[config.mk]
export PLATFORM = sky130hd
export DESIGN_NAME = dtfc_top
export DESIGN_NICKNAME = d
export VERILOG_FILES = /design/src/dtfc_pkg.sv /design/src/dtfc_tx_if.sv /design/src/dtfc_framer.sv /design/src/dtfc_status.sv /design/src/dtfc_top.sv
export SDC_FILE = /design/constraint.sdc
export NUM_CORES = 1
export LEC_CHECK = 0
export BUFFER_PORTS_ARGS = -buffer_cell sky130_fd_sc_hd__buf_2
export CAP_MARGIN = 10
export CORE_ASPECT_RATIO = 1.5
export CORE_MARGIN = 5
export CORE_UTILIZATION = 43
export CTS_BUF_LIST = sky130_fd_sc_hd__clkbuf_8
export DETAILED_ROUTE_END_ITERATION = 6
export GPL_TIMING_DRIVEN = 1
export HOLD_SLACK_MARGIN = 0.02
export PLACE_DENSITY = 0.79
export RECOVER_POWER = 50
export SYNTH_ARGS = -nofsm -noshare
export SYNTH_HDL_FRONTEND = slang
export SYNTH_SLANG_ARGS = --single-unit
[constraint.sdc]
create_clock -name clk_in -period 1.89 [get_ports clk_in]
set_input_delay 0.378 -clock clk_in [delete_from_list [all_inputs] [get_ports clk_in]]
set_output_delay 0.378 -clock clk_in [all_outputs]
set_load 0.01 [all_outputs]
[src/dtfc_pkg.sv]
// Package for the device transport frame controller: states, frame types, widths and counts.
// Assumes one clock domain, with the link and application logic on the same clock.
// Operation
// - Idle waits for a transmit request or an incoming-frame indication.
// - Register frame request from idle enters the register build state.
// - Set Device Bits request from idle enters the SDB build state.
// - PIO Setup request from idle enters the PIO Setup transmit entry.
// - DMA Activate request from idle enters the DMA Activate transmit entry.
// - DMA Setup request from idle enters the DMA setup transmit entry.
// - Data request from idle enters the data transmit entry.
// - BIST request from idle enters the BIST transmit state.
// - Incoming frame at idle enters type check, reading the type byte.
// - Register host-to-device type goes to command receive.
// - Data host-to-device type goes to outbound-data receive.
// - DMA Setup type goes to DMA setup receive.
// - BIST Activate type goes to BIST receive.
// - Unknown type or illegal-transition notice in type check returns to idle.
// - Register build assembles the frame, requests transmit, hands words over.
// - SDB build assembles the frame, requests transmit, hands words over.
// - After the last word, signal frame end and enter transmit status.
// - Transmit status waits for link ending status and handles errors.
// - Good ending status returns to idle.
// - Bad ending status reports to the link and rebuilds the frame.
// - Illegal-transition notice while building a register frame returns to idle.
// - PIO Setup is followed by exactly one data frame, direction per bit.
package dtfc_pkg;
  localparam int DTFC_WORD_W = 32;
  localparam int DTFC_CNT_W = 3;
  localparam logic [2:0] DTFC_REG_WORDS = 3'h5;
  localparam logic [2:0] DTFC_SDB_WORDS = 3'h2;
  localparam logic [7:0] DTFC_TYPE_REG_D2H = 8'h34;
  localparam logic [7:0] DTFC_TYPE_SDB = 8'ha1;
  localparam logic [7:0] DTFC_TYPE_REG_H2D = 8'h27;
  localparam logic [7:0] DTFC_TYPE_DATA = 8'h46;
  localparam logic [7:0] DTFC_TYPE_DMA_SETUP = 8'h41;
  localparam logic [7:0] DTFC_TYPE_BIST = 8'h58;
  localparam logic [2:0] DTFC_CNT_RESET = 3'h0;

  typedef enum logic [2:0] {
    DTFC_REQ_NONE, DTFC_REQ_REG, DTFC_REQ_SDB, DTFC_REQ_PIO, DTFC_REQ_DMA_ACT,
    DTFC_REQ_DMA_SETUP, DTFC_REQ_DATA, DTFC_REQ_BIST
  } dtfc_req_t;

  typedef enum logic [3:0] {
    idle_state, type_check_state, reg_build_state, reg_status_state, sdb_build_state,
    sdb_status_state, pio_setup_tx_entry, dma_activate_tx_entry, dma_setup_tx_entry,
    data_tx_entry, bist_tx_state, command_rx_state, data_rx_entry, dma_setup_rx_entry,
    bist_rx_state
  } dtfc_state_t;
endpackage

[src/dtfc_tx_if.sv]
// Interface carrying frame words from the framer to the controller's link port.
// Assumes both ends sit on the same clock.
`timescale 1ns/1ps
interface dtfc_tx_if;
  import dtfc_pkg::*;
  logic start;
  logic is_sdb;
  logic [DTFC_WORD_W-1:0] word;
  logic [DTFC_CNT_W-1:0] index;
  logic last;
  modport ctrl (output start, output is_sdb, output index, input word, input last);
  modport framer (input start, input is_sdb, input index, output word, output last);
endinterface

[src/dtfc_framer.sv]
// Frame word builder for register and Set Device Bits frames.
// Assumes the controller walks the word index from zero while the link accepts words.
`timescale 1ns/1ps
module dtfc_framer (
  input wire logic clk_in,
  input wire logic rstn_in,
  input wire logic [7:0] status_in,
  input wire logic [7:0] error_in,
  dtfc_tx_if.framer tx
);
  import dtfc_pkg::*;
  typedef struct packed {
    logic [7:0] status;
    logic [7:0] error;
  } dtfc_frm_t;
  dtfc_frm_t st;
  dtfc_frm_t next_st;

  // The status bytes are captured at each frame start, a retry included, and held after.
  always_comb begin
    next_st = st;
    if (tx.start) begin
      next_st.status = status_in;
      next_st.error = error_in;
    end
  end

  always_ff @(posedge clk_in or negedge rstn_in) begin
    if (!rstn_in) begin
      st <= '0;
    end else begin
      st <= next_st;
    end
  end

  // Word zero carries the type, the rest pad with zero in this compact framer.
  // It reads the bytes being captured, since the controller loads it in the start cycle.
  always_comb begin
    tx.word = '0;
    if (tx.index == DTFC_CNT_RESET) begin
      tx.word = {next_st.error, next_st.status, 8'h00,
        tx.is_sdb ? DTFC_TYPE_SDB : DTFC_TYPE_REG_D2H};
    end
    tx.last = tx.index == (tx.is_sdb ? DTFC_SDB_WORDS : DTFC_REG_WORDS) - 3'h1;
  end
endmodule

[src/dtfc_status.sv]
// Ending status evaluator: turns the link's good or bad answer into retry or done pulses.
// Assumes the link raises exactly one ending strobe per transmitted frame.
`timescale 1ns/1ps
module dtfc_status (
  input wire logic clk_in,
  input wire logic rstn_in,
  input wire logic waiting_in,
  input wire logic end_valid_in,
  input wire logic end_error_in,
  output logic done_out,
  output logic retry_out
);
  typedef struct packed {
    logic done;
    logic retry;
  } dtfc_sts_t;
  dtfc_sts_t st;
  dtfc_sts_t next_st;

  // Registering the verdict adds one cycle; status is reported in the first rebuild cycle.
  always_comb begin
    next_st.done = waiting_in && end_valid_in && !end_error_in;
    next_st.retry = waiting_in && end_valid_in && end_error_in;
  end

  always_ff @(posedge clk_in or negedge rstn_in) begin
    if (!rstn_in) begin
      st <= '0;
    end else begin
      st <= next_st;
    end
  end

  assign done_out = st.done;
  assign retry_out = st.retry;
endmodule

[src/dtfc_top.sv]
// Device transport frame controller: idle dispatch, type check, register and SDB sequences.
// Assumes the link and application logic share clk_in; no synchronisers are needed.
`timescale 1ns/1ps
module dtfc_top (
  input wire logic clk_in,
  input wire logic rstn_in,
  input wire dtfc_pkg::dtfc_req_t app_req_in,
  input wire logic [7:0] app_status_in,
  input wire logic [7:0] app_error_in,
  input wire logic pio_dir_in,
  output logic app_req_ready_out,
  input wire logic link_rx_start_in,
  input wire logic [7:0] link_rx_type_in,
  input wire logic link_illegal_in,
  input wire logic link_word_ready_in,
  input wire logic link_end_valid_in,
  input wire logic link_end_error_in,
  output logic link_tx_req_out,
  output logic link_word_valid_out,
  output logic [dtfc_pkg::DTFC_WORD_W-1:0] link_word_out,
  output logic link_tx_done_out,
  output logic link_err_report_out,
  output logic pio_data_pending_out,
  output logic pio_data_dir_out,
  output dtfc_pkg::dtfc_state_t state_out
);
  import dtfc_pkg::*;

  typedef struct packed {
    dtfc_state_t state;
    logic [DTFC_CNT_W-1:0] index;
    logic [DTFC_WORD_W-1:0] word;
    logic word_valid;
    logic tx_done;
    logic err_report;
    logic pio_pending;
    logic pio_dir;
  } dtfc_ctl_t;

  dtfc_ctl_t st;
  dtfc_ctl_t next_st;
  dtfc_tx_if tx_bus ();
  logic wait_status;
  logic end_done;
  logic end_retry;
  logic building;
  logic build_sdb;

  assign building = (st.state == reg_build_state) || (st.state == sdb_build_state);
  assign build_sdb = st.state == sdb_build_state;
  assign wait_status = (st.state == reg_status_state) || (st.state == sdb_status_state);

  // Frame start is the first build cycle, so the framer captures fresh content each try.
  assign tx_bus.start = building && (st.index == DTFC_CNT_RESET) && !st.word_valid;
  assign tx_bus.is_sdb = build_sdb;
  assign tx_bus.index = st.index;

  dtfc_framer u_framer (
    .clk_in(clk_in),
    .rstn_in(rstn_in),
    .status_in(app_status_in),
    .error_in(app_error_in),
    .tx(tx_bus)
  );

  dtfc_status u_status (
    .clk_in(clk_in),
    .rstn_in(rstn_in),
    .waiting_in(wait_status),
    .end_valid_in(link_end_valid_in),
    .end_error_in(link_end_error_in),
    .done_out(end_done),
    .retry_out(end_retry)
  );

  // Next-state logic for the whole controller.
  always_comb begin
    next_st = st;
    next_st.tx_done = 1'b0;
    next_st.err_report = 1'b0;
    case (st.state)
      idle_state: begin
        // The incoming frame wins over a request, which stays held upstream.
        if (link_rx_start_in) begin
          next_st.state = type_check_state;
        end else begin
          case (app_req_in)
            DTFC_REQ_REG: next_st.state = reg_build_state;
            DTFC_REQ_SDB: next_st.state = sdb_build_state;
            DTFC_REQ_PIO: begin
              next_st.state = pio_setup_tx_entry;
              next_st.pio_pending = 1'b1;
              next_st.pio_dir = pio_dir_in;
            end
            DTFC_REQ_DMA_ACT: next_st.state = dma_activate_tx_entry;
            DTFC_REQ_DMA_SETUP: next_st.state = dma_setup_tx_entry;
            DTFC_REQ_DATA: next_st.state = data_tx_entry;
            DTFC_REQ_BIST: next_st.state = bist_tx_state;
            default: next_st.state = idle_state;
          endcase
        end
        next_st.index = DTFC_CNT_RESET;
        next_st.word_valid = 1'b0;
      end
      type_check_state: begin
        if (link_illegal_in) begin
          next_st.state = idle_state;
        end else if (link_rx_type_in == DTFC_TYPE_REG_H2D) begin
          next_st.state = command_rx_state;
        end else if (link_rx_type_in == DTFC_TYPE_DATA) begin
          next_st.state = data_rx_entry;
        end else if (link_rx_type_in == DTFC_TYPE_DMA_SETUP) begin
          next_st.state = dma_setup_rx_entry;
        end else if (link_rx_type_in == DTFC_TYPE_BIST) begin
          next_st.state = bist_rx_state;
        end else begin
          next_st.state = idle_state;
        end
      end
      reg_build_state, sdb_build_state: begin
        if (link_illegal_in) begin
          // Abort drops the word in flight; the link has already discarded the frame.
          next_st.state = idle_state;
          next_st.word_valid = 1'b0;
          next_st.index = DTFC_CNT_RESET;
        end else if (!st.word_valid) begin
          next_st.word = tx_bus.word;
          next_st.word_valid = 1'b1;
        end else if (link_word_ready_in) begin
          if (tx_bus.last) begin
            next_st.word_valid = 1'b0;
            next_st.index = DTFC_CNT_RESET;
            next_st.tx_done = 1'b1;
            next_st.state = build_sdb ? sdb_status_state : reg_status_state;
          end else begin
            next_st.index = st.index + 3'h1;
            next_st.word_valid = 1'b0;
          end
        end
      end
      reg_status_state, sdb_status_state: begin
        // The verdict arrives one cycle after the link strobe from the status unit.
        if (st.state == sdb_status_state && link_illegal_in) begin
          next_st.state = idle_state;
        end else if (end_done) begin
          next_st.state = idle_state;
        end else if (end_retry) begin
          next_st.err_report = 1'b1;
          next_st.state = (st.state == sdb_status_state) ? sdb_build_state : reg_build_state;
        end
      end
      pio_setup_tx_entry: begin
        // The PIO sequence body lives elsewhere; only its data pairing is tracked here.
        next_st.state = idle_state;
      end
      data_tx_entry, data_rx_entry: begin
        // The one data frame after a PIO Setup clears the pending mark.
        next_st.pio_pending = 1'b0;
        next_st.state = idle_state;
      end
      default: begin
        // Other sequence bodies are outside this block and hand back at once.
        next_st.state = idle_state;
      end
    endcase
  end

  always_ff @(posedge clk_in or negedge rstn_in) begin
    if (!rstn_in) begin
      st <= '{state: idle_state, index: DTFC_CNT_RESET, default: '0};
    end else begin
      st <= next_st;
    end
  end

  // A request is only taken in idle with no incoming frame competing.
  assign app_req_ready_out = (st.state == idle_state) && !link_rx_start_in;
  assign link_tx_req_out = building;
  assign link_word_valid_out = st.word_valid;
  assign link_word_out = st.word;
  assign link_tx_done_out = st.tx_done;
  assign link_err_report_out = st.err_report;
  assign pio_data_pending_out = st.pio_pending;
  assign pio_data_dir_out = st.pio_dir;
  assign state_out = st.state;
endmodule

==> impl_metrics.csv <==
group,metric,value,unit
power_and_ir_drop,totalPowerFinal,0.00330,W
placed_design,io_buffers,66,
global_route,grt_max_degree,34,
synth,ys.flop_type,"dfrtp_1",
layout,multi_input_area,863,µm²
die,die_h,88.5,µm
timing,clock_skew,0.00446,ns
flow_run,cap_violations,0,
timing,max_slew.worst_pin.slew,0.810,ns
timing,setup_viol,1,
status,outcome,"finished with violations",
clocking,clk_latency,0.28,ns
critical_path,worstPathArrival,1.52,ns
layout,finalNonFillerCells,291,
global_route,met2_usage,29.0,%
synth,yosys.area.top_type,"dfrtp_1",
critical_path,ff2ff_setup_slack,0.01,ns
clocking,htree_levels,2,
layout,final_core_util,59.3,%
synth,synth_fa_ha_area_share,1.98,%
placed_design,dp_hpwl,3300,µm
timing,max_freq,526,MHz
status,violations,"setup timing",
drt,routed_wirelength,4350,µm
synth,synth_top_family_by_area,"compound AO/OA/AOI/OAI gates",
drt,first_pass_iters,4,
critical_path,slowest_delay,0.58,ns
global_route,gr-usage-met1,16.9,%
clocking,numCtsBuffers,5,
timing,slew_headroom,46.0,%
clocking,clkTransAtPathRegs,0.07,ns
critical_path,r2r_end,"pio_data_dir_out",
clocking,tritoncts,"yes",
layout,syn_to_final_growth,32.9,%
synth,synthMuxAreaShare,1.84,%
timing,setup-tns-final,-0.0123,ns
critical_path,r2r_start,"state_out[1]",
placed_design,place_inst,276,
synth,async_reset_ff_share,100,%
critical_path,worst_setup_path_start_kind,"flip-flop",
global_route,grtUsageMet3,6.73,%
drt,viasPerCell,5.43,
timing,fin_crit,1.90,ns
die,rows,28,
synth,ys_seq_area_share,46.7,%
synth,yosys.area.top_type_share,46.7,%
layout,diodes,0,
synth,synth_area,1770,µm²
layout,layout-drive-gt1-share,40.7,%
die,fp.coreArea,3960,µm²
critical_path,cp_max_fo,5,
critical_path,worstSetupPathType,"flip-flop to output pin",
critical_path,crit_path_cell_trace,"or4_4 -> nor2_4 -> buf_6",
synth,postSynthCellCount,163,
die,design.die.area,5520,µm²
layout,n_fill_cell,372,
clocking,ctsHoldBuffers,0,
global_route,grt_pass1_vias,1606,
critical_path,crit_required,1.51,ns
timing,fin_crit_sh,101,%
global_route,grt_usage,16.3,%
global_route,grt_first_pass_wirelength,7220,µm
global_route,grt_antenna_before_repair,0,
critical_path,startpoint,"state_out[1]",
global_route,busiest_layer,"met2",
timing,rsz0062_at_grt,"yes",
synth,synth-compound-area-share,18.9,%
placed_design,gp_congestion,0.807,
drt,num_vias,1580,
timing,drv_slew,0,
die,start_util,44.6,%
die,die_x,62.3,µm
synth,ys_top_cells_by_area,"dfrtp_1 47%, a22o_1 9.4%, buf_4 6.4%",
drt,drtAntennaViolNets,0,
power_and_ir_drop,power_per_cell_area,1410,nW/µm²
synth,synth_cell_type_count,45,
synth,synth_area_per_cell,10.8,µm²
clocking,cts_buffer_depth,2,
clocking,cts-root-buf,"clkbuf_8",
drt,drc,0,
critical_path,ff2ff_path_depth,4,
critical_path,cpMaxStageDelayCell,"or4_4",
timing,hold_viol,0,
synth,synth_edf_count,0,
layout,fin_nets,282,
global_route,grt_overflow,0,
power_and_ir_drop,p_leak,1.15,nW
worst_hold_path,hold_path.class,"input port to asynchronous set/reset pin",
timing,setup_ws,-0.0123,ns
placed_design,place_ws,0.0268,ns
synth,ys_ff_latch,33,
layout,seq_area,827,µm²
synth,synth_xor_area_share,1.98,%
synth,yosysWarningCount,0,
synth,synth.most_common_cell,"dfrtp_1",
drt,wl_per_cell,14.9,µm
die,pin_count,78,
power_and_ir_drop,peakVddDrop,0.916,mV
critical_path,end_kind,"output pin",
clocking,cts_sinks,33,
synth,synthTopCellsByCount,"33 x dfrtp_1, 19 x a22o_1, 15 x buf_4, 9 x inv_1, 9 x nor2_1",
synth,synthSimpleGateAreaFrac,18.1,%
drt,drtIter0Drc,67,
[area by class of cell]
type	count	area share, %
Multi-Input combinational cell	110	36.8
Inverter	9	1.44
Clock inverter	3	0.586
Clock buffer	5	2.93
Tap cell	45	2.40
Timing Repair Buffer	86	20.7
Sequential cell	33	35.2
[sequential cells by signal, indices dropped and copies added (netlist names)]
register and cells:
link_word_out 19, link_tx_done_out 1, pio_data_dir_out 1, u_status.retry_out 1
link_word_valid_out 1, pio_data_pending_out 1, state_out 4, link_err_report_out 1
u_status.done_out 1, tx_bus.index 3
[worst max-delay path: cells and delay by family (launching register included)]
kind / cells / cell delay [ns]
flip-flops: 1 / 0.43
AND/OR/NAND/NOR: 2 / 0.70
buffers and inverters: 1 / 0.11
[metal layers]
layer | up-vias | routed length, µm
met5 | - | 0
met4 | 0 | 95
met3 | 8 | 423
met2 | 65 | 2220
met1 | 769 | 1610
li1 | 738 | -
[power breakdown]
group	switching [W]	internal, W
Clock	0.000252	0.000249
Combinational	0.000854	0.000817
Sequential	0.000163	0.000968
[placed cells by master, fill, tap and decap left out, types with 3 or more instances in the layout]
cell type,instances
a21oi_1,4
nor2_1,8
conb_1,11
nand2_1,5
nor3_1,4
a22o_1,19
dfrtp_1,32
o21ai_0,4
or3_1,3
nand2b_1,8
nor3b_1,3
a2111oi_0,3
buf_4,19
inv_1,10
clkbuf_8,5
buf_2,53
clkbuf_1,11
[through the flow]
stage	area, µm²	hold slack, ns
5_1_grt	2350	0.244
6_report	2350	0.179
3_3_place_gp	2160	0.462
4_1_cts	2300	0.167
3_5_place_dp	2160	0.474
2_1_floorplan	1810	0.0824
[cell families after synthesis]
family / Yosys count
mux: 3
flops: 33
fa+ha+maj: 3
compound gates: 41
buf+inv: 30
other cells: 1
simple gates: 48
xor+xnor: 4
[worst max path at each step]
stage / to / slack, ns / cells after the start
after floorplan: state_out[3] / 0.04 / 5
after global placement: state_out[0] / 0.02 / 5
after detailed placement: state_out[0] / 0.03 / 5
after CTS: app_req_ready_out / -0.008 / 3
after global routing: app_req_ready_out / -0.06 / 3
final: app_req_ready_out / -0.01 / 3
[what timing repair did]
action                     4_1_cts  5_1_grt
pin swaps                        2        2
resized for setup                4        6
setup endpoints to repair        1       25
buffers inserted                 6        1
Power figures use the tool's default switching activity.
